===== src/fps_defines.svh =====
// timing counts, vectors and sizes for the fetch pipeline sequencer
`ifndef FPS_DEFINES_SVH
`define FPS_DEFINES_SVH
`define FPS_PC_W 13
`define FPS_INSN_W 14
`define FPS_RESET_VECTOR 13'h0000
`define FPS_IRQ_VECTOR 13'h0004
`define FPS_MASK_512 13'h01FF
`define FPS_MASK_1K 13'h03FF
`define FPS_MASK_2K 13'h07FF
`define FPS_NOP_WORD 14'h0000
`define FPS_PHASES 4
`endif


===== src/fps_pkg.sv =====
// types shared by the fetch pipeline sequencer
package fps_pkg;
    // one-hot phase within an instruction cycle
    typedef enum logic [3:0] {
        FPS_PH1 = 4'h1,
        FPS_PH2 = 4'h2,
        FPS_PH3 = 4'h4,
        FPS_PH4 = 4'h8
    } fps_phase_t;
    // program memory variant size
    typedef enum logic [1:0] {
        FPS_SIZE_512 = 2'h0,
        FPS_SIZE_1K = 2'h1,
        FPS_SIZE_2K = 2'h2
    } fps_size_t;
    // strobes toward the execution datapath
    typedef struct packed {
        logic phase_one;
        logic phase_two;
        logic phase_three;
        logic phase_four;
    } fps_phases_t;
    typedef struct packed {
        logic insn_load;
        logic operand_read;
        logic dest_write;
        logic exec_valid;
    } fps_slots_t;
endpackage


===== src/fps_sequencer.sv =====
// four-phase clock divider and two-stage fetch/execute sequencer
//
// Contract
// - The clock is divided by four into four ordered phases.
// - The fetch counter steps in phase one, the word lands in four.
// - The word is latched in phase one and runs in phases two to four.
// - Operand read is in phase two, destination write in phase four.
// - Fetch of the next word overlaps execution of the current one.
// - A taken branch drops the prefetched word, costing two cycles.
// - The fetch address counter is 13 bits wide.
// - Space is 512, 1K or 2K words and higher addresses wrap into it.
// - Execution starts at 0000h after reset; interrupts go to 0004h.
// - In resistor-capacitor mode the cycle output runs at clock/4.
// - Holding master clear low keeps the sequencer in reset.
// - A whole 14-bit word is read over a 14-bit bus in one cycle.
//
// timing summary: one core clock per phase, four per instruction cycle;
// address goes out at the edge closing phase one;
// word taken at the edge closing phase four, straight into the latch;
// so it executes next cycle while the following word is fetched;
// branch or interrupt sampled at that same edge;
// the word fetched alongside a redirect becomes a blank slot,
// which is why a redirect costs two cycles
//
// limitations: no stall input, memory must answer within three clocks;
// mode input is a same-clock configuration level, not synchronised
`include "fps_defines.svh"
module fps_sequencer
    import fps_pkg::*;
#(
    parameter fps_size_t MEM_SIZE = FPS_SIZE_2K
) (
    // clock and reset
    input wire logic core_clk_i,
    input wire logic sys_rst_i,
    // pins
    input wire logic master_clear_n_i,
    input wire logic resistor_capacitor_osc_mode_i,
    output logic cycle_rate_output_o,
    // program memory
    output logic [`FPS_PC_W-1:0] prog_addr_o,
    input wire logic [`FPS_INSN_W-1:0] prog_data_i,
    // control from the execution unit
    input wire logic branch_i,
    input wire logic [`FPS_PC_W-1:0] branch_target_i,
    input wire logic irq_take_i,
    // toward the execution datapath
    output fps_phases_t phases_o,
    output fps_slots_t slots_o,
    output logic [`FPS_INSN_W-1:0] instruction_latch_o,
    output logic [`FPS_PC_W-1:0] fetch_address_counter_o
);
    fps_phase_t phase;
    fps_phase_t next_phase;
    // pin synchroniser and combined reset
    logic clear_meta;
    logic clear_sync;
    logic rst;
    // pipeline state
    logic fetch_ok;
    logic exec_ok;
    logic next_exec_ok;
    logic redirect;
    logic [`FPS_PC_W-1:0] redirect_addr;
    logic [`FPS_PC_W-1:0] fetch_cnt;

    // wrap an address into the implemented space;
    // masking is cheap, upper counter bits never reach memory
    function automatic logic [`FPS_PC_W-1:0] wrap_addr(
        input logic [`FPS_PC_W-1:0] a
    );
        logic [`FPS_PC_W-1:0] m;
        m = `FPS_MASK_2K;
        unique case (MEM_SIZE)
            FPS_SIZE_512: m = `FPS_MASK_512;
            FPS_SIZE_1K: m = `FPS_MASK_1K;
            FPS_SIZE_2K: m = `FPS_MASK_2K;
            default: m = `FPS_MASK_2K;
        endcase
        return a & m;
    endfunction

    // master clear pin synchroniser, two flops before use;
    // no reset here so the pin alone can pull the block down
    always_ff @(posedge core_clk_i) begin
        clear_meta <= master_clear_n_i;
        clear_sync <= clear_meta;
    end

    // master clear reset
    // pin acts two edges late; hold it low three edges at least
    assign rst = sys_rst_i | ~clear_sync;

    always_comb begin
        unique case (phase)
            FPS_PH1: next_phase = FPS_PH2;
            FPS_PH2: next_phase = FPS_PH3;
            FPS_PH3: next_phase = FPS_PH4;
            FPS_PH4: next_phase = FPS_PH1;
            default: next_phase = FPS_PH1;
        endcase
    end

    // phase register; reset parks it in phase four so the
    // first edge out of reset enters phase one
    always_ff @(posedge core_clk_i) begin
        if (rst) begin
            phase <= FPS_PH4;
        end else begin
            phase <= next_phase;
        end
    end

    // redirect sampled at end of the execution cycle; interrupt wins;
    // a flushed slot runs nothing, so requests there drop silently
    always_comb begin
        redirect = 1'b0;
        redirect_addr = branch_target_i;
        if (phase == FPS_PH4 && exec_ok) begin
            if (irq_take_i) begin
                redirect = 1'b1;
                redirect_addr = `FPS_IRQ_VECTOR;
            end else if (branch_i) begin
                redirect = 1'b1;
                redirect_addr = branch_target_i;
            end
        end
    end

    // counter steps in phase one, wraps
    always_ff @(posedge core_clk_i) begin
        if (rst) begin
            fetch_cnt <= `FPS_RESET_VECTOR;
            prog_addr_o <= `FPS_RESET_VECTOR;
        end else if (redirect) begin
            // new address is fetched next cycle, then counter steps past it
            fetch_cnt <= wrap_addr(redirect_addr);
        end else if (phase == FPS_PH1) begin
            // address then holds for four clocks; the word is taken after three, the memory's budget
            prog_addr_o <= fetch_cnt;
            fetch_cnt <= wrap_addr(fetch_cnt + 13'h0001);
        end
    end

    // a fetch is real once its address went out after reset;
    // the edge straight out of reset is a phase four with nothing fetched
    always_ff @(posedge core_clk_i) begin
        if (rst) begin
            fetch_ok <= 1'b0;
        end else if (phase == FPS_PH1) begin
            fetch_ok <= 1'b1;
        end
    end

    // blank slot on redirect or before first fetch
    always_comb begin
        next_exec_ok = exec_ok;
        if (phase == FPS_PH4) begin
            next_exec_ok = fetch_ok & ~redirect;
        end
    end

    // whole word into the latch
    // at the edge closing phase four, which opens phase one;
    // one register, not two, keeps the pipeline at two stages
    // latch overlaps next fetch
    always_ff @(posedge core_clk_i) begin
        if (rst) begin
            instruction_latch_o <= `FPS_NOP_WORD;
            exec_ok <= 1'b0;
        end else begin
            if (phase == FPS_PH4) begin
                instruction_latch_o <= next_exec_ok ? prog_data_i
                    : `FPS_NOP_WORD;
            end
            exec_ok <= next_exec_ok;
        end
    end

    // registered phase and slot strobes, aligned with phase;
    // built from next values so every output leaves a flop
    // yet lines up with the internal phase register
    always_ff @(posedge core_clk_i) begin
        if (rst) begin
            phases_o <= '0;
            slots_o <= '0;
            fetch_address_counter_o <= `FPS_RESET_VECTOR;
        end else begin
            phases_o.phase_one <= (next_phase == FPS_PH1);
            phases_o.phase_two <= (next_phase == FPS_PH2);
            phases_o.phase_three <= (next_phase == FPS_PH3);
            phases_o.phase_four <= (next_phase == FPS_PH4);
            // insn latch strobe in phase one
            slots_o.insn_load <= (next_phase == FPS_PH1);
            // read in phase two, write in phase four
            slots_o.operand_read <= (next_phase == FPS_PH2) & next_exec_ok;
            slots_o.dest_write <= (next_phase == FPS_PH4) & next_exec_ok;
            slots_o.exec_valid <= next_exec_ok;
            fetch_address_counter_o <= fetch_cnt;
        end
    end

    // cycle rate output, high in phases three and four
    // taken from the divider, not the raw clock, so it keeps step
    // with the strobes; held low outside that oscillator mode
    always_ff @(posedge core_clk_i) begin
        if (rst) begin
            cycle_rate_output_o <= 1'b0;
        end else begin
            cycle_rate_output_o <= resistor_capacitor_osc_mode_i &
                (next_phase == FPS_PH3 || next_phase == FPS_PH4);
        end
    end
endmodule // fps_sequencer


===== config.mk =====
export PLATFORM = sky130hd
export DESIGN_NAME = fps_sequencer
export DESIGN_NICKNAME = d
export VERILOG_FILES = /design/src/fps_pkg.sv /design/src/fps_sequencer.sv
export VERILOG_INCLUDE_DIRS = /design/src
export SDC_FILE = /design/constraint.sdc
export NUM_CORES = 1
export LEC_CHECK = 0
export BUFFER_PORTS_ARGS = -buffer_cell sky130_fd_sc_hd__buf_4
export CAP_MARGIN = 5
export CORE_ASPECT_RATIO = 1.5
export CORE_UTILIZATION = 38
export DETAILED_ROUTE_END_ITERATION = 8
export GPL_TIMING_DRIVEN = 1
export PLACE_DENSITY = 0.68
export SETUP_SLACK_MARGIN = 0.2
export SYNTH_ARGS = -nofsm -noshare
export SYNTH_HDL_FRONTEND = slang
export SYNTH_SLANG_ARGS = --single-unit

===== constraint.sdc =====
create_clock -name core_clk_i -period 2 [get_ports core_clk_i]
set_input_delay 0.2 -clock core_clk_i [delete_from_list [all_inputs] [get_ports core_clk_i]]
set_output_delay 0.2 -clock core_clk_i [all_outputs]
set_load 0.03 [all_outputs]

After elaboration in Yosys (flattened, before gate mapping)
Cells that the tools add are included.
{"block": "word_totals", "reg_bits": 68, "elab_cells": 53}
{"block": "op_classes", "add_sub_neg": 1, "n_eq_ne": 8, "mux": 15, "n_bitwise": 9, "reduce_logical": 4}
{"operator": "13-bit 2-to-1 mux", "n": 9}
{"operator": "13-bit AND", "n": 2}
{"operator": "14-bit 2-to-1 mux", "n": 1}
{"operator": "13-bit by 1-bit adder with 13-bit output (second input constant)", "n": 1}
{"operator": "4-bit one-hot mux with 3 select lines", "n": 1}
{"operator": "4-bit by 1-bit == test with 1-bit output (second input constant)", "n": 2}
{"operator": "4-bit by 2-bit == test with 1-bit output (second input constant)", "n": 2}
{"operator": "4-bit by 3-bit == test with 1-bit output (second input constant)", "n": 2}
{"operator": "4-bit == test (second input constant)", "n": 2}
{"operator": "1-bit AND", "n": 4}
{"operator": "1-bit 2-to-1 mux", "n": 4}
{"operator": "1-bit NOT", "n": 2}
{"operator": "2-bit AND reduction", "n": 1}
{"operator": "2-bit nonzero test", "n": 1}
{"operator": "1-bit logical AND", "n": 1}
{"operator": "1-bit logical OR", "n": 1}
{"operator": "1-bit bitwise OR", "n": 1}

Depth between registers and ports, before layout
Gate-level depths: netlist (run 1).
{"block": "logic_depth", "ltp_word": 8, "ltp_mapped": 7, "mapped_depth_nobuf": 4}

Worst setup path after synthesis (run 1)
OpenSTA, ideal clock, no wires.
{"block": "synth_path", "kind": "register to register", "from": "register phase[1]", "to": "register fetch_cnt[8]", "arrival_ns": 1.659, "required_time_ns": 1.866, "slack_ns": 0.206, "path_stages_with_launch": 8, "period_less_slack_ns": 1.794, "cell_sequence": "dfxtp_1 > buf_6 > or4b_4 > buf_6 > or2_4 > buf_6 > a21oi_1 > a211oi_2"}
{"block": "synth_between", "elab_chain_len": 5}
{"item": "start, declared", "line": "fps_sequencer.sv:53", "source": "fps_phase_t phase;"}
{"item": "start signal, assigned", "line": "fps_sequencer.sv:110", "source": "phase <= next_phase;"}
{"item": "4-bit == test", "line": "fps_sequencer.sv:119", "source": "if (phase == FPS_PH4 && exec_ok) begin"}
{"item": "1-bit logical AND", "line": "fps_sequencer.sv:119"}
{"item": "13-bit 2-to-1 mux", "line": "fps_sequencer.sv:119"}
{"item": "13-bit AND", "line": "fps_sequencer.sv:80", "source": "return a & m;"}
{"item": "13-bit 2-to-1 mux", "line": "fps_sequencer.sv:135", "source": "end else if (redirect) begin"}
{"item": "end signal, assigned", "line": "fps_sequencer.sv:133", "source": "fetch_cnt <= `FPS_RESET_VECTOR;"}
{"item": "end signal, assigned", "line": "fps_sequencer.sv:137", "source": "fetch_cnt <= wrap_addr(redirect_addr);"}
{"item": "end signal, assigned", "line": "fps_sequencer.sv:141", "source": "fetch_cnt <= wrap_addr(fetch_cnt + 13'h0001);"}
{"item": "end, declared", "line": "fps_sequencer.sv:65", "source": "logic [`FPS_PC_W-1:0] fetch_cnt;"}
Several ways; a longest one is shown, not always the timed one.
A chain may end at the register's enable or synchronous reset.

Worst setup path in the final report (run 1)
{"block": "layout_path", "from": "register phase[2]", "to": "register fetch_cnt[2]"}
The elaborated chain is that of the path after synthesis.

==> impl_metrics.xml, run 1 <==
<?xml version="1.0" encoding="UTF-8"?>
<metrics>
  <group name="logic_synthesis">
    <metric name="yosysWarnings" unit="">0</metric>
    <metric name="synth_edf_count" unit="">0</metric>
    <metric name="synth.ff_latch_count" unit="">62</metric>
    <metric name="yosysTopAreaCellShare" unit="%">50.7</metric>
    <metric name="muxShareOfSynthArea" unit="%">0.920</metric>
    <metric name="post-synth-top-area-cell" unit="">sky130_fd_sc_hd__dfxtp_1</metric>
    <metric name="mappedNetlistArea" unit="sq mm">0.00245</metric>
    <metric name="netlist_top_cells_area" unit="">sky130_fd_sc_hd__dfxtp_1, sky130_fd_sc_hd__nand2_1, sky130_fd_sc_hd__a22oi_1</metric>
    <metric name="synth_compound_area_share" unit="%">16.9</metric>
    <metric name="largest_family_of_logic_cells_by_synthesized_area" unit="">simple AND/OR/NAND/NOR gates</metric>
    <metric name="synthSimpleGateAreaFrac" unit="%">23.0</metric>
    <metric name="dominantRegCellSynth" unit="">sky130_fd_sc_hd__dfxtp_1</metric>
    <metric name="synthCells" unit="">266</metric>
    <metric name="synth_fa_ha_area_share" unit="%">0.511</metric>
    <metric name="synth.avg_cell_area" unit="sq um">9.20</metric>
    <metric name="synth_xor_area_share" unit="%">1.43</metric>
    <metric name="async_flop_share" unit="%">0</metric>
    <metric name="netlist-cell-type-count" unit="">46</metric>
    <metric name="synth_sequential_area_ratio" unit="%">50.7</metric>
  </group>
  <group name="clock_tree">
    <metric name="cts_tree" unit="">yes</metric>
    <metric name="clock_sink_count" unit="">62</metric>
    <metric name="clock_path_buffers" unit="">2</metric>
    <metric name="clock_tree.htree_level_count" unit="">3</metric>
    <metric name="cts.root.buffer_cell" unit="">sky130_fd_sc_hd__clkbuf_8</metric>
    <metric name="clock_pin_slew_of_the_registers_on_the_worst_case_setup_and_hold_paths" unit="ns">0.07</metric>
    <metric name="cts-buffers-inserted" unit="">9</metric>
    <metric name="clock_latency_late_sink" unit="ns">0.33</metric>
  </group>
  <group name="detailed_routing">
    <metric name="first_pass_drt_iterations" unit="">5</metric>
    <metric name="drt.antenna.violating_nets" unit="">0</metric>
    <metric name="first_iteration_detailed_routing_drc_count" unit="">132</metric>
    <metric name="routed_wirelength" unit="microns">5660</metric>
    <metric name="routed-via-count" unit="">2142</metric>
    <metric name="drc" unit="">0</metric>
    <metric name="post_drt_via_cell_ratio" unit="">5.12</metric>
    <metric name="routedWlPerCell" unit="microns">13.5</metric>
  </group>
  <group name="sta">
    <metric name="finalClockSkew" unit="ns">0.00583</metric>
    <metric name="setup_viol_count_final" unit="">0</metric>
    <metric name="maxSlewViolCount" unit="">0</metric>
    <metric name="hold_viol" unit="">0</metric>
    <metric name="rsz0062_at_grt" unit="">no</metric>
    <metric name="fmax" unit="GHz">0.577</metric>
    <metric name="timing.setup.tns" unit="ns">0</metric>
    <metric name="finalCritPeriodShare" unit="%">86.6</metric>
    <metric name="timing.final.crit_period" unit="ns">1.73</metric>
  </group>
  <group name="final_layout">
    <metric name="antennaDiodeCount" unit="">0</metric>
    <metric name="layout-area-overhead-vs-synth" unit="%">35.4</metric>
    <metric name="post_route_cells_drive_above_1_share" unit="%">34.0</metric>
    <metric name="most_frequent_standard_cell_in_the_layout_excluding_fill_and_tap_cells" unit="">sky130_fd_sc_hd__buf_4</metric>
    <metric name="layout.nets" unit="">374</metric>
    <metric name="final_cell_mix" unit="">sky130_fd_sc_hd__buf_4, sky130_fd_sc_hd__dfxtp_1, sky130_fd_sc_hd__nand2_1</metric>
  </group>
  <group name="grt">
    <metric name="globalRouteMet1Util" unit="%">20.7</metric>
    <metric name="grt_overflow_total" unit="">0</metric>
    <metric name="global_route.usage.met2" unit="%">29.1</metric>
    <metric name="via_count_of_the_first_global_routing_pass" unit="">1990</metric>
    <metric name="gr-usage-met3" unit="%">7.05</metric>
    <metric name="pin_count_of_the_biggest_net_entering_global_routing" unit="">26</metric>
    <metric name="grt_first_pass_wirelength" unit="microns">9140</metric>
    <metric name="grt-busiest-layer" unit="">met2</metric>
    <metric name="number_of_antenna_violations_at_the_first_check_in_global_routing" unit="">0</metric>
    <metric name="grt_use_total" unit="%">18.2</metric>
  </group>
  <group name="placement">
    <metric name="hpwlAfterDp" unit="microns">4030</metric>
    <metric name="replace_congestion" unit="">0.846</metric>
    <metric name="number_of_i_o_port_buffers" unit="">75</metric>
  </group>
  <group name="hold_path">
    <metric name="hold_class" unit="">primary input to register</metric>
  </group>
  <group name="floorplan">
    <metric name="core_area" unit="sq mm">0.00617</metric>
    <metric name="die_area" unit="sq mm">0.00677</metric>
    <metric name="die_width" unit="microns">67.5</metric>
    <metric name="floorplan.die.height" unit="microns">100</metric>
    <metric name="num_rows" unit="">35</metric>
    <metric name="floorplan.initialDensity" unit="%">39.6</metric>
    <metric name="io_pins" unit="">82</metric>
  </group>
  <group name="worst_setup_path">
    <metric name="worstSetupEndpointType" unit="">register</metric>
    <metric name="worstPathRequired" unit="ns">2.23</metric>
    <metric name="crit_path_top_delay_cell" unit="">sky130_fd_sc_hd__or4b_4</metric>
    <metric name="crit_path_start_kind" unit="">register</metric>
    <metric name="critical_path_peak_fanout" unit="">8</metric>
    <metric name="crit_path_cell_trace" unit="">or4b_4 &gt; or2_4 &gt; buf_4 &gt; o31ai_4 &gt; a21oi_1</metric>
    <metric name="critPathKind" unit="">register to register</metric>
    <metric name="arrival_time_at_the_worst_endpoint" unit="ns">1.96</metric>
    <metric name="slowest_delay" unit="ns">0.57</metric>
  </group>
  <group name="power">
    <metric name="total_leakage_power" unit="nW">1.38</metric>
    <metric name="ir_drop_worst_case_vdd" unit="V">0.000449</metric>
    <metric name="design_power_total" unit="mW">2.61</metric>
    <metric name="power.density" unit="mW/mm^2">789</metric>
  </group>
  <group name="job">
    <metric name="timing.max_cap.violations" unit="">0</metric>
  </group>
  <group name="run_status">
    <metric name="outcome" unit="">completed</metric>
  </group>
</metrics>
[Yosys cell counts, types with 3 or more instances]
cell	instances
sky130_fd_sc_hd__dfxtp_1	62
sky130_fd_sc_hd__and2_1	13
sky130_fd_sc_hd__a211oi_2	3
sky130_fd_sc_hd__xor2_1	4
sky130_fd_sc_hd__buf_6	3
sky130_fd_sc_hd__and3_1	5
sky130_fd_sc_hd__buf_4	6
sky130_fd_sc_hd__a21oi_1	21
sky130_fd_sc_hd__clkbuf_1	12
sky130_fd_sc_hd__buf_2	4
sky130_fd_sc_hd__nor2_1	26
sky130_fd_sc_hd__nor3_1	6
sky130_fd_sc_hd__o211ai_1	3
sky130_fd_sc_hd__nand2_1	33
sky130_fd_sc_hd__a22oi_1	15
sky130_fd_sc_hd__nand3_1	7
sky130_fd_sc_hd__nand4_1	4
sky130_fd_sc_hd__o21ai_0	6
[per-layer routing]
| layer | share of wire [%] | vias to the layer above |
|---|---|---|
| li1 | - | 1061 |
| met1 | 40 | 988 |
| met2 | 51 | 88 |
| met3 | 8.1 | 5 |
| met4 | 1.0 | 0 |
| met5 | 0 | - |
[power breakdown]
part           internal, mW  leakage [nW]  switching [mW]
Sequential             1.24         0.502         0.00655
Combinational        0.0683         0.764          0.0823
Clock                 0.758         0.115           0.457
[sequential cells by signal (all words and copies together) (netlist names), named ones only]
name                     count
clear_sync                   1
clear_meta                   1
cycle_rate_output_o          1
fetch_ok                     1
phases_o                     3
prog_addr_o                 11
fetch_cnt                   11
fetch_address_counter_o     11
slots_o                      3
instruction_latch_o         14
phase                        4
[area by class of cell]
| class | count | area (sq um) |
|---|---|---|
| clock buffers | 11 | 151 |
| clock inverters | 4 | 70.1 |
| repair buffers | 87 | 681 |
| flip-flops and latches | 62 | 1240 |
| fillers | 577 | 2860 |
| inverters | 1 | 3.75 |
| multi-input cells | 179 | 1070 |
| well taps | 74 | 92.6 |
[final timing paths]
check	slack, ns	to	from	cells past startpoint
worst max-delay path	0.27	fetch_cnt[2]	phase[2]	5
worst min-delay path	0.10	instruction_latch_o[2]	prog_data_i[2]	3
worst max register to register	0.27	fetch_cnt[2]	phase[2]	5
worst min register to register	0.33	clear_sync	clear_meta	0
[repair_timing]
| action | CTS | global route |
|---|---|---|
| resized for setup | 0 | 3 |
| hold buffers | 1 | 0 |
| hold endpoints to repair | 1 | 0 |
| setup endpoints to repair | 1 | 5 |
| buffers inserted | 2 | 0 |
| pin swaps | 1 | 1 |
[worst max-delay path: cells and delay by family, from the launching register on]
family	cells	cell delay [ns]
buffers and inverters	1	0.15
AND/OR/NAND/NOR	2	0.87
flip-flops	1	0.39
AO/OA/AOI/OAI	2	0.22
[through the flow]
step | worst slack, ns | hold slack [ns] | instances | area (sq um) | utilization (%)
CTS | 0.217 | 0.0811 | 418 | 3310 | 53.6
global placement | 0.193 | 0.306 | 400 | 3050 | 49.4
finish | 0.268 | 0.100 | 418 | 3310 | 53.7
detailed placement | 0.181 | 0.307 | 400 | 3050 | 49.4
global route | 0.200 | 0.0892 | 418 | 3310 | 53.7
floorplan | 0.206 | 0.228 | 269 | 2460 | -
[logic make-up (layout without fill, tap and decap cells)]
| group | count (synthesis) | count (layout) |
|---|---|---|
| simple gates | 109 | 109 |
| flops | 62 | 62 |
| compound gates | 59 | 59 |
| buf+inv | 28 | 103 |
| xor+xnor | 4 | 4 |
| mux | 2 | 2 |
| fa+ha+maj | 1 | 1 |
| other cells | 1 | 4 |
Power figures use the tool's default switching activity.
==> run 2, diff against run 1 <==
--- a/config.mk
+++ b/config.mk
@@ -6,6 +6,7 @@
 export SDC_FILE = /design/constraint.sdc
 export NUM_CORES = 1
 export LEC_CHECK = 0
+export ABC_AREA = 1
 export BUFFER_PORTS_ARGS = -buffer_cell sky130_fd_sc_hd__buf_4
 export CAP_MARGIN = 5
 export CORE_ASPECT_RATIO = 1.5
==> impl_metrics.xml, run 2 <==
<?xml version="1.0" encoding="UTF-8"?>
<metrics>
  <group name="logic_synthesis">
    <metric name="synth_sequential_area_ratio" unit="%">49.8</metric>
    <metric name="largest_family_of_logic_cells_by_synthesized_area" unit="">simple AND/OR/NAND/NOR gates</metric>
    <metric name="netlist-cell-type-count" unit="">23</metric>
    <metric name="post_synth_most_frequent_cells" unit="">sky130_fd_sc_hd__dfxtp_1, sky130_fd_sc_hd__nand2_1, sky130_fd_sc_hd__nor2_1, sky130_fd_sc_hd__a21oi_1, sky130_fd_sc_hd__inv_1</metric>
    <metric name="post-synth-top-area-cell" unit="">sky130_fd_sc_hd__dfxtp_1</metric>
    <metric name="yosys.cell_count.top_type" unit="">sky130_fd_sc_hd__dfxtp_1</metric>
    <metric name="muxShareOfSynthArea" unit="%">0</metric>
    <metric name="synth_xor_area_share" unit="%">0</metric>
    <metric name="synth.ff_latch_count" unit="">62</metric>
    <metric name="synthSimpleGateAreaFrac" unit="%">26.0</metric>
    <metric name="synth.avg_cell_area" unit="sq um">7.86</metric>
    <metric name="yosysWarnings" unit="">0</metric>
    <metric name="mappedNetlistArea" unit="sq mm">0.00249</metric>
    <metric name="synth_edf_count" unit="">0</metric>
    <metric name="async_flop_share" unit="%">0</metric>
    <metric name="synthCells" unit="">317</metric>
    <metric name="netlist_top_cells_area" unit="">sky130_fd_sc_hd__dfxtp_1, sky130_fd_sc_hd__nand2_1, sky130_fd_sc_hd__a21oi_1</metric>
    <metric name="synth_fa_ha_area_share" unit="%">0.502</metric>
    <metric name="synth_compound_area_share" unit="%">13.5</metric>
    <metric name="yosysTopAreaCellShare" unit="%">49.8</metric>
    <metric name="dominantRegCellSynth" unit="">sky130_fd_sc_hd__dfxtp_1</metric>
  </group>
  <group name="sta">
    <metric name="finalCritPeriodShare" unit="%">72.8</metric>
    <metric name="maxSlewViolCount" unit="">0</metric>
    <metric name="fmax" unit="GHz">0.687</metric>
    <metric name="worst_pin_slew" unit="ns">0.532</metric>
    <metric name="hold_viol" unit="">0</metric>
    <metric name="rsz0062_at_grt" unit="">no</metric>
    <metric name="timing.final.crit_period" unit="ns">1.46</metric>
    <metric name="slew-limit-headroom" unit="%">64.5</metric>
    <metric name="setup_viol_count_final" unit="">0</metric>
    <metric name="timing.setup.tns" unit="ns">0</metric>
    <metric name="finalClockSkew" unit="ns">0.00745</metric>
  </group>
  <group name="clock_tree">
    <metric name="cts-buffers-inserted" unit="">9</metric>
    <metric name="clock_path_buffers" unit="">2</metric>
    <metric name="clock_pin_slew_of_the_registers_on_the_worst_case_setup_and_hold_paths" unit="ns">0.07</metric>
    <metric name="clock_sink_count" unit="">62</metric>
    <metric name="cts_tree" unit="">yes</metric>
    <metric name="post-cts-setup-buffer-count" unit="">0</metric>
    <metric name="clock_tree.htree_level_count" unit="">3</metric>
    <metric name="post_cts_resized" unit="">0</metric>
    <metric name="cts_hold_buf" unit="">1</metric>
    <metric name="clock_latency_late_sink" unit="ns">0.34</metric>
    <metric name="cts.root.buffer_cell" unit="">sky130_fd_sc_hd__clkbuf_8</metric>
  </group>
  <group name="final_layout">
    <metric name="post_route_cells_drive_above_1_share" unit="%">29.0</metric>
    <metric name="layout-area-overhead-vs-synth" unit="%">31.3</metric>
    <metric name="antennaDiodeCount" unit="">0</metric>
    <metric name="flip_flop_count_of_the_largest_register_all_copies_and_words_added" unit="">14</metric>
    <metric name="registers.top_by_ff_count" unit="">instruction_latch_o</metric>
    <metric name="most_frequent_standard_cell_in_the_layout_excluding_fill_and_tap_cells" unit="">sky130_fd_sc_hd__buf_4</metric>
    <metric name="layout.nets" unit="">425</metric>
    <metric name="final_cell_mix" unit="">sky130_fd_sc_hd__buf_4, sky130_fd_sc_hd__dfxtp_1, sky130_fd_sc_hd__nand2_1</metric>
  </group>
  <group name="floorplan">
    <metric name="floorplan.die.height" unit="microns">101</metric>
    <metric name="floorplan.initialDensity" unit="%">40.1</metric>
    <metric name="die_area" unit="sq mm">0.00689</metric>
    <metric name="core_area" unit="sq mm">0.00622</metric>
    <metric name="die_width" unit="microns">68.1</metric>
    <metric name="num_rows" unit="">35</metric>
    <metric name="io_pins" unit="">82</metric>
  </group>
  <group name="grt">
    <metric name="number_of_antenna_violations_at_the_first_check_in_global_routing" unit="">0</metric>
    <metric name="pin_count_of_the_biggest_net_entering_global_routing" unit="">26</metric>
    <metric name="via_count_of_the_first_global_routing_pass" unit="">2057</metric>
    <metric name="grt_first_pass_wirelength" unit="microns">9160</metric>
    <metric name="grt_overflow_total" unit="">0</metric>
    <metric name="grt_use_total" unit="%">18.2</metric>
  </group>
  <group name="worst_setup_path">
    <metric name="arrival_time_at_the_worst_endpoint" unit="ns">1.69</metric>
    <metric name="critical_path_peak_fanout" unit="">25</metric>
    <metric name="slowest_delay" unit="ns">0.34</metric>
    <metric name="crit_path_top_delay_cell" unit="">sky130_fd_sc_hd__dfxtp_1</metric>
    <metric name="worstPathRequired" unit="ns">2.23</metric>
    <metric name="cp.buffers_inverters" unit="">2</metric>
    <metric name="critPathKind" unit="">register to register</metric>
    <metric name="crit_path_start_kind" unit="">register</metric>
    <metric name="critical_path.top_delay_family" unit="">simple AND/OR/NAND/NOR gates</metric>
    <metric name="crit_path_cell_trace" unit="">nor2_2 &gt; inv_2 &gt; nor2_2 &gt; buf_4 &gt; nand3_1 &gt; nand3_1 &gt; a21oi_2</metric>
    <metric name="worstSetupEndpointType" unit="">register</metric>
  </group>
  <group name="power">
    <metric name="total_leakage_power" unit="nW">1.38</metric>
    <metric name="power.density" unit="mW/mm^2">770</metric>
    <metric name="ir_drop_worst_case_vdd" unit="V">0.000427</metric>
    <metric name="design_power_total" unit="mW">2.52</metric>
  </group>
  <group name="job">
    <metric name="timing.max_cap.violations" unit="">0</metric>
  </group>
  <group name="run_status">
    <metric name="outcome" unit="">completed</metric>
  </group>
  <group name="detailed_routing">
    <metric name="post_drt_via_cell_ratio" unit="">4.88</metric>
    <metric name="drt.antenna.violating_nets" unit="">0</metric>
    <metric name="routedWlPerCell" unit="microns">12.5</metric>
    <metric name="first_iteration_detailed_routing_drc_count" unit="">95</metric>
    <metric name="drc" unit="">0</metric>
    <metric name="first_pass_drt_iterations" unit="">4</metric>
    <metric name="routed-via-count" unit="">2293</metric>
    <metric name="routed_wirelength" unit="microns">5870</metric>
  </group>
  <group name="hold_path">
    <metric name="hold_class" unit="">primary input to register</metric>
  </group>
  <group name="placement">
    <metric name="replace_congestion" unit="">0.809</metric>
    <metric name="hpwlAfterDp" unit="microns">4110</metric>
    <metric name="number_of_i_o_port_buffers" unit="">75</metric>
  </group>
</metrics>
[run 2: cells by family (layout without fill, tap and decap cells)]
family / Yosys count / count (layout)
AOI/OAI and AO/OA: 61 / 61
adders and majority gates: 1 / 1
buffers and inverters: 51 / 127
DFF: 62 / 62
other: 1 / 4
and+or+nand+nor: 141 / 141
[run 2: routing by layer]
metal	global-route usage [%]	wire length, microns
met2	29.5	2840
met5	0	0
met3	6.08	403
met1	20.9	2530
met4	8.97	92
[run 2: final timing paths]
path | depth (start not counted) | to | slack, ns | from
min | 3 | cycle_rate_output_o | 0.09 | resistor_capacitor_osc_mode_i
max | 7 | fetch_cnt[3] | 0.54 | phase[3]
min reg2reg | 0 | clear_sync | 0.33 | clear_meta
max reg2reg | 7 | fetch_cnt[3] | 0.54 | phase[3]
[run 2: metrics by stage]
stage	cell area, sq um	cells	hold WS (ns)	utilization, %	setup WS, ns
global route	3270	470	0.0827	52.6	0.424
finish	3270	470	0.0895	52.6	0.544
CTS	3270	470	0.0848	52.6	0.543
detailed placement	3060	453	0.306	49.2	0.550
floorplan	2500	320	0.228	-	0.833
global placement	3060	453	0.306	49.2	0.578
[run 2: worst min-delay path: cells and delay by family]
family	cells	cell delay (ns)
and+or+nand+nor	2	0.11
buffers and inverters	1	0.08
[run 2: area by class of cell]
cell class,count,area (sq um)
fillers,612,2950
flip-flops and latches,62,1240
multi-input cells,207,1010
repair buffers,82,618
clock buffers,11,141
inverters,29,109
well taps,74,92.6
clock inverters,5,58.8
[run 2: power by group]
part / internal, mW / switching [mW] / leakage (nW)
Clock: 0.609 / 0.481 / 0.0955
Sequential: 1.25 / 0.00942 / 0.501
Combinational: 0.0699 / 0.101 / 0.782
Total: 1.93 / 0.591 / 1.38
==> run 3, diff against run 2 <==
--- a/config.mk
+++ b/config.mk
@@ -6,7 +6,7 @@
 export SDC_FILE = /design/constraint.sdc
 export NUM_CORES = 1
 export LEC_CHECK = 0
-export ABC_AREA = 1
+export ABC_AREA = 0
 export BUFFER_PORTS_ARGS = -buffer_cell sky130_fd_sc_hd__buf_4
 export CAP_MARGIN = 5
 export CORE_ASPECT_RATIO = 1.5
==> constraint.sdc (replaced) <==
create_clock -name core_clk_i -period 1.36 [get_ports core_clk_i]
set_input_delay 0.136 -clock core_clk_i [delete_from_list [all_inputs] [get_ports core_clk_i]]
set_output_delay 0.136 -clock core_clk_i [all_outputs]
set_load 0.03 [all_outputs]
==> impl_metrics.xml, run 3 (synthesis gave the netlist of run 1 again) <==
<?xml version="1.0" encoding="UTF-8"?>
<metrics>
  <group name="worst_setup_path">
    <metric name="crit_path_start_kind" unit="">register</metric>
    <metric name="slowest_delay" unit="ns">0.56</metric>
    <metric name="worstSetupEndpointType" unit="">register</metric>
    <metric name="critPathKind" unit="">register to register</metric>
    <metric name="reg2reg_setup_slack" unit="ns">-0.31</metric>
    <metric name="critical_path.reg2reg.endpoint" unit="">fetch_cnt[1]</metric>
    <metric name="cp.buffers_inverters" unit="">2</metric>
    <metric name="critical_path.top_delay_family" unit="">simple AND/OR/NAND/NOR gates</metric>
    <metric name="critical_path_peak_fanout" unit="">8</metric>
    <metric name="arrival_time_at_the_worst_endpoint" unit="ns">1.93</metric>
    <metric name="crit_path_top_delay_cell" unit="">sky130_fd_sc_hd__or4b_4</metric>
    <metric name="worstPathRequired" unit="ns">1.62</metric>
    <metric name="crit_path_cell_trace" unit="">or4b_4 &gt; buf_6 &gt; buf_12 &gt; nor2_4 &gt; nand3_2 &gt; a21oi_1</metric>
    <metric name="reg2regPathDepth" unit="">6</metric>
    <metric name="regToRegStartpoint" unit="">phase[2]</metric>
  </group>
  <group name="grt">
    <metric name="pin_count_of_the_biggest_net_entering_global_routing" unit="">30</metric>
    <metric name="number_of_antenna_violations_at_the_first_check_in_global_routing" unit="">0</metric>
    <metric name="grt_use_total" unit="%">21.7</metric>
    <metric name="grt_overflow_total" unit="">0</metric>
    <metric name="grt_first_pass_wirelength" unit="microns">10800</metric>
    <metric name="via_count_of_the_first_global_routing_pass" unit="">2412</metric>
  </group>
  <group name="power">
    <metric name="power.density" unit="mW/mm^2">936</metric>
    <metric name="design_power_total" unit="mW">3.83</metric>
    <metric name="ir_drop_worst_case_vdd" unit="V">0.00102</metric>
    <metric name="total_leakage_power" unit="nW">1.69</metric>
  </group>
  <group name="sta">
    <metric name="finalCritPeriodShare" unit="%">123</metric>
    <metric name="timing.final.crit_period" unit="ns">1.67</metric>
    <metric name="maxSlewViolCount" unit="">0</metric>
    <metric name="timing.setup.tns" unit="ns">-7.19</metric>
    <metric name="fmax" unit="GHz">0.599</metric>
    <metric name="setup_viol_count_final" unit="">41</metric>
    <metric name="slew-limit-headroom" unit="%">41.3</metric>
    <metric name="hold_viol" unit="">0</metric>
    <metric name="worst_pin_slew" unit="ns">0.871</metric>
    <metric name="finalClockSkew" unit="ns">0.00695</metric>
    <metric name="rsz0062_at_grt" unit="">yes</metric>
    <metric name="setup_ws" unit="ns">-0.308</metric>
  </group>
  <group name="final_layout">
    <metric name="layout-area-overhead-vs-synth" unit="%">67.4</metric>
    <metric name="registers.top_by_ff_count" unit="">instruction_latch_o</metric>
    <metric name="layout.nets" unit="">418</metric>
    <metric name="filler_cell_count" unit="">476</metric>
    <metric name="post_route_cells_drive_above_1_share" unit="%">56.6</metric>
    <metric name="antennaDiodeCount" unit="">0</metric>
    <metric name="stdcell_area" unit="sq mm">0.00410</metric>
    <metric name="final_cell_mix" unit="">sky130_fd_sc_hd__buf_4, sky130_fd_sc_hd__dfxtp_1, sky130_fd_sc_hd__nor2_1</metric>
    <metric name="flip_flop_count_of_the_largest_register_all_copies_and_words_added" unit="">14</metric>
    <metric name="most_frequent_standard_cell_in_the_layout_excluding_fill_and_tap_cells" unit="">sky130_fd_sc_hd__buf_4</metric>
  </group>
  <group name="clock_tree">
    <metric name="clock_path_buffers" unit="">2</metric>
    <metric name="clock_latency_late_sink" unit="ns">0.34</metric>
    <metric name="clock_sink_count" unit="">62</metric>
    <metric name="clock_pin_slew_of_the_registers_on_the_worst_case_setup_and_hold_paths" unit="ns">0.07</metric>
    <metric name="cts_tree" unit="">yes</metric>
    <metric name="clock_tree.htree_level_count" unit="">3</metric>
    <metric name="cts.root.buffer_cell" unit="">sky130_fd_sc_hd__clkbuf_8</metric>
    <metric name="cts-buffers-inserted" unit="">9</metric>
  </group>
  <group name="job">
    <metric name="timing.max_cap.violations" unit="">0</metric>
  </group>
  <group name="floorplan">
    <metric name="core_area" unit="sq mm">0.00617</metric>
    <metric name="io_pins" unit="">82</metric>
    <metric name="die_width" unit="microns">67.5</metric>
    <metric name="floorplan.die.height" unit="microns">100</metric>
    <metric name="floorplan.initialDensity" unit="%">39.6</metric>
    <metric name="num_rows" unit="">35</metric>
    <metric name="die_area" unit="sq mm">0.00677</metric>
  </group>
  <group name="placement">
    <metric name="hpwlAfterDp" unit="microns">4490</metric>
    <metric name="number_of_i_o_port_buffers" unit="">75</metric>
    <metric name="replace_congestion" unit="">0.846</metric>
    <metric name="post_dp_cell_area" unit="sq mm">0.00328</metric>
    <metric name="dpl_worst_slack" unit="ns">-0.303</metric>
  </group>
  <group name="detailed_routing">
    <metric name="routed_wirelength" unit="microns">7470</metric>
    <metric name="first_pass_drt_iterations" unit="">4</metric>
    <metric name="post_drt_via_cell_ratio" unit="">5.19</metric>
    <metric name="routedWlPerCell" unit="microns">16.1</metric>
    <metric name="drt.antenna.violating_nets" unit="">0</metric>
    <metric name="routed-via-count" unit="">2405</metric>
    <metric name="first_iteration_detailed_routing_drc_count" unit="">109</metric>
    <metric name="drc" unit="">0</metric>
  </group>
  <group name="hold_path">
    <metric name="min_to" unit="">instruction_latch_o[1]</metric>
    <metric name="whs_path_depth" unit="">3</metric>
    <metric name="min-delay-start" unit="">prog_data_i[1]</metric>
    <metric name="hold_class" unit="">primary input to register</metric>
  </group>
  <group name="run_status">
    <metric name="failed_checks" unit="">negative setup slack</metric>
    <metric name="outcome" unit="">finished with violations</metric>
  </group>
</metrics>
## run 3: changes by cell type in the layout (fill, tap and decap cells not counted), moves of 12 or more
cell                      before  now
sky130_fd_sc_hd__and2_1        0   13
sky130_fd_sc_hd__nand4_1      17    4
sky130_fd_sc_hd__a21oi_1      27    5
sky130_fd_sc_hd__buf_6         0   16
sky130_fd_sc_hd__a22oi_2       0   15
sky130_fd_sc_hd__nor2_1       35   22
sky130_fd_sc_hd__buf_4        81  106
sky130_fd_sc_hd__nand3_1      24    4
sky130_fd_sc_hd__o21ai_0      17    5
sky130_fd_sc_hd__inv_1        26    1
sky130_fd_sc_hd__nand2_1      54   21
## run 3: cell type report
class                           instances  area, sq um  area share (%)
Multi-Input combinational cell        180         1410            34.3
Sequential cell                        62         1250            30.5
Timing Repair Buffer                  130         1150            28.0
Clock buffer                           12          155            3.79
Tap cell                               74         92.6            2.26
Clock inverter                          4         45.0            1.10
Inverter                                1         3.75          0.0916
## run 3: routing by layer
metal	global-route usage, %	vias up	part of all wire [%]
met5	0	-	0
met4	12.3	0	3.0
met3	6.93	18	5.0
met2	37.2	71	56
met1	22.3	1157	36
li1	-	1159	-
## run 3: how the worst max path moves through the flow
stage,cells after the start,slack [ns],start,end
after detailed placement,6,-0.30,phase[1],fetch_cnt[5]
after floorplan,7,-0.41,phase[2],fetch_cnt[2]
final,6,-0.31,phase[2],fetch_cnt[1]
after global routing,6,-0.38,phase[2],fetch_cnt[1]
after CTS,5,-0.27,phase[2],fetch_cnt[6]
after global placement,6,-0.27,phase[1],fetch_cnt[5]
## run 3: stage by stage
| step | cells | util [%] | hold WS [ns] |
|---|---|---|---|
| 6_report | 463 | 66.3 | 0.0320 |
| 5_1_grt | 463 | 66.3 | 0.0200 |
| 4_1_cts | 455 | 61.0 | 0.0228 |
| 3_5_place_dp | 428 | 53.2 | 0.244 |
| 3_3_place_gp | 428 | 53.2 | 0.242 |
| 2_1_floorplan | 269 | - | 0.164 |
## run 3: what timing repair did
item	in CTS	in global routing
gates resized for setup	45	60
setup endpoints to repair	44	46
setup buffers	7	7
gates cloned	3	1
hold buffers	1	0
hold endpoints to repair	1	0
pin swaps	17	39
## run 3: power breakdown
part	leakage [nW]	internal, mW	switching (mW)	total [mW]
Clock	0.106	0.937	0.697	1.63
Combinational	1.09	0.182	0.186	0.368
Sequential	0.502	1.83	0.00697	1.83
## run 3: worst register-to-register path, cell delays in order (launching register included)
cell                      delay, ns
sky130_fd_sc_hd__dfxtp_2       0.33
sky130_fd_sc_hd__or4b_4        0.56
sky130_fd_sc_hd__buf_6         0.16
sky130_fd_sc_hd__buf_12        0.14
sky130_fd_sc_hd__nor2_4        0.16
sky130_fd_sc_hd__nand3_2       0.09
sky130_fd_sc_hd__a21oi_1       0.16
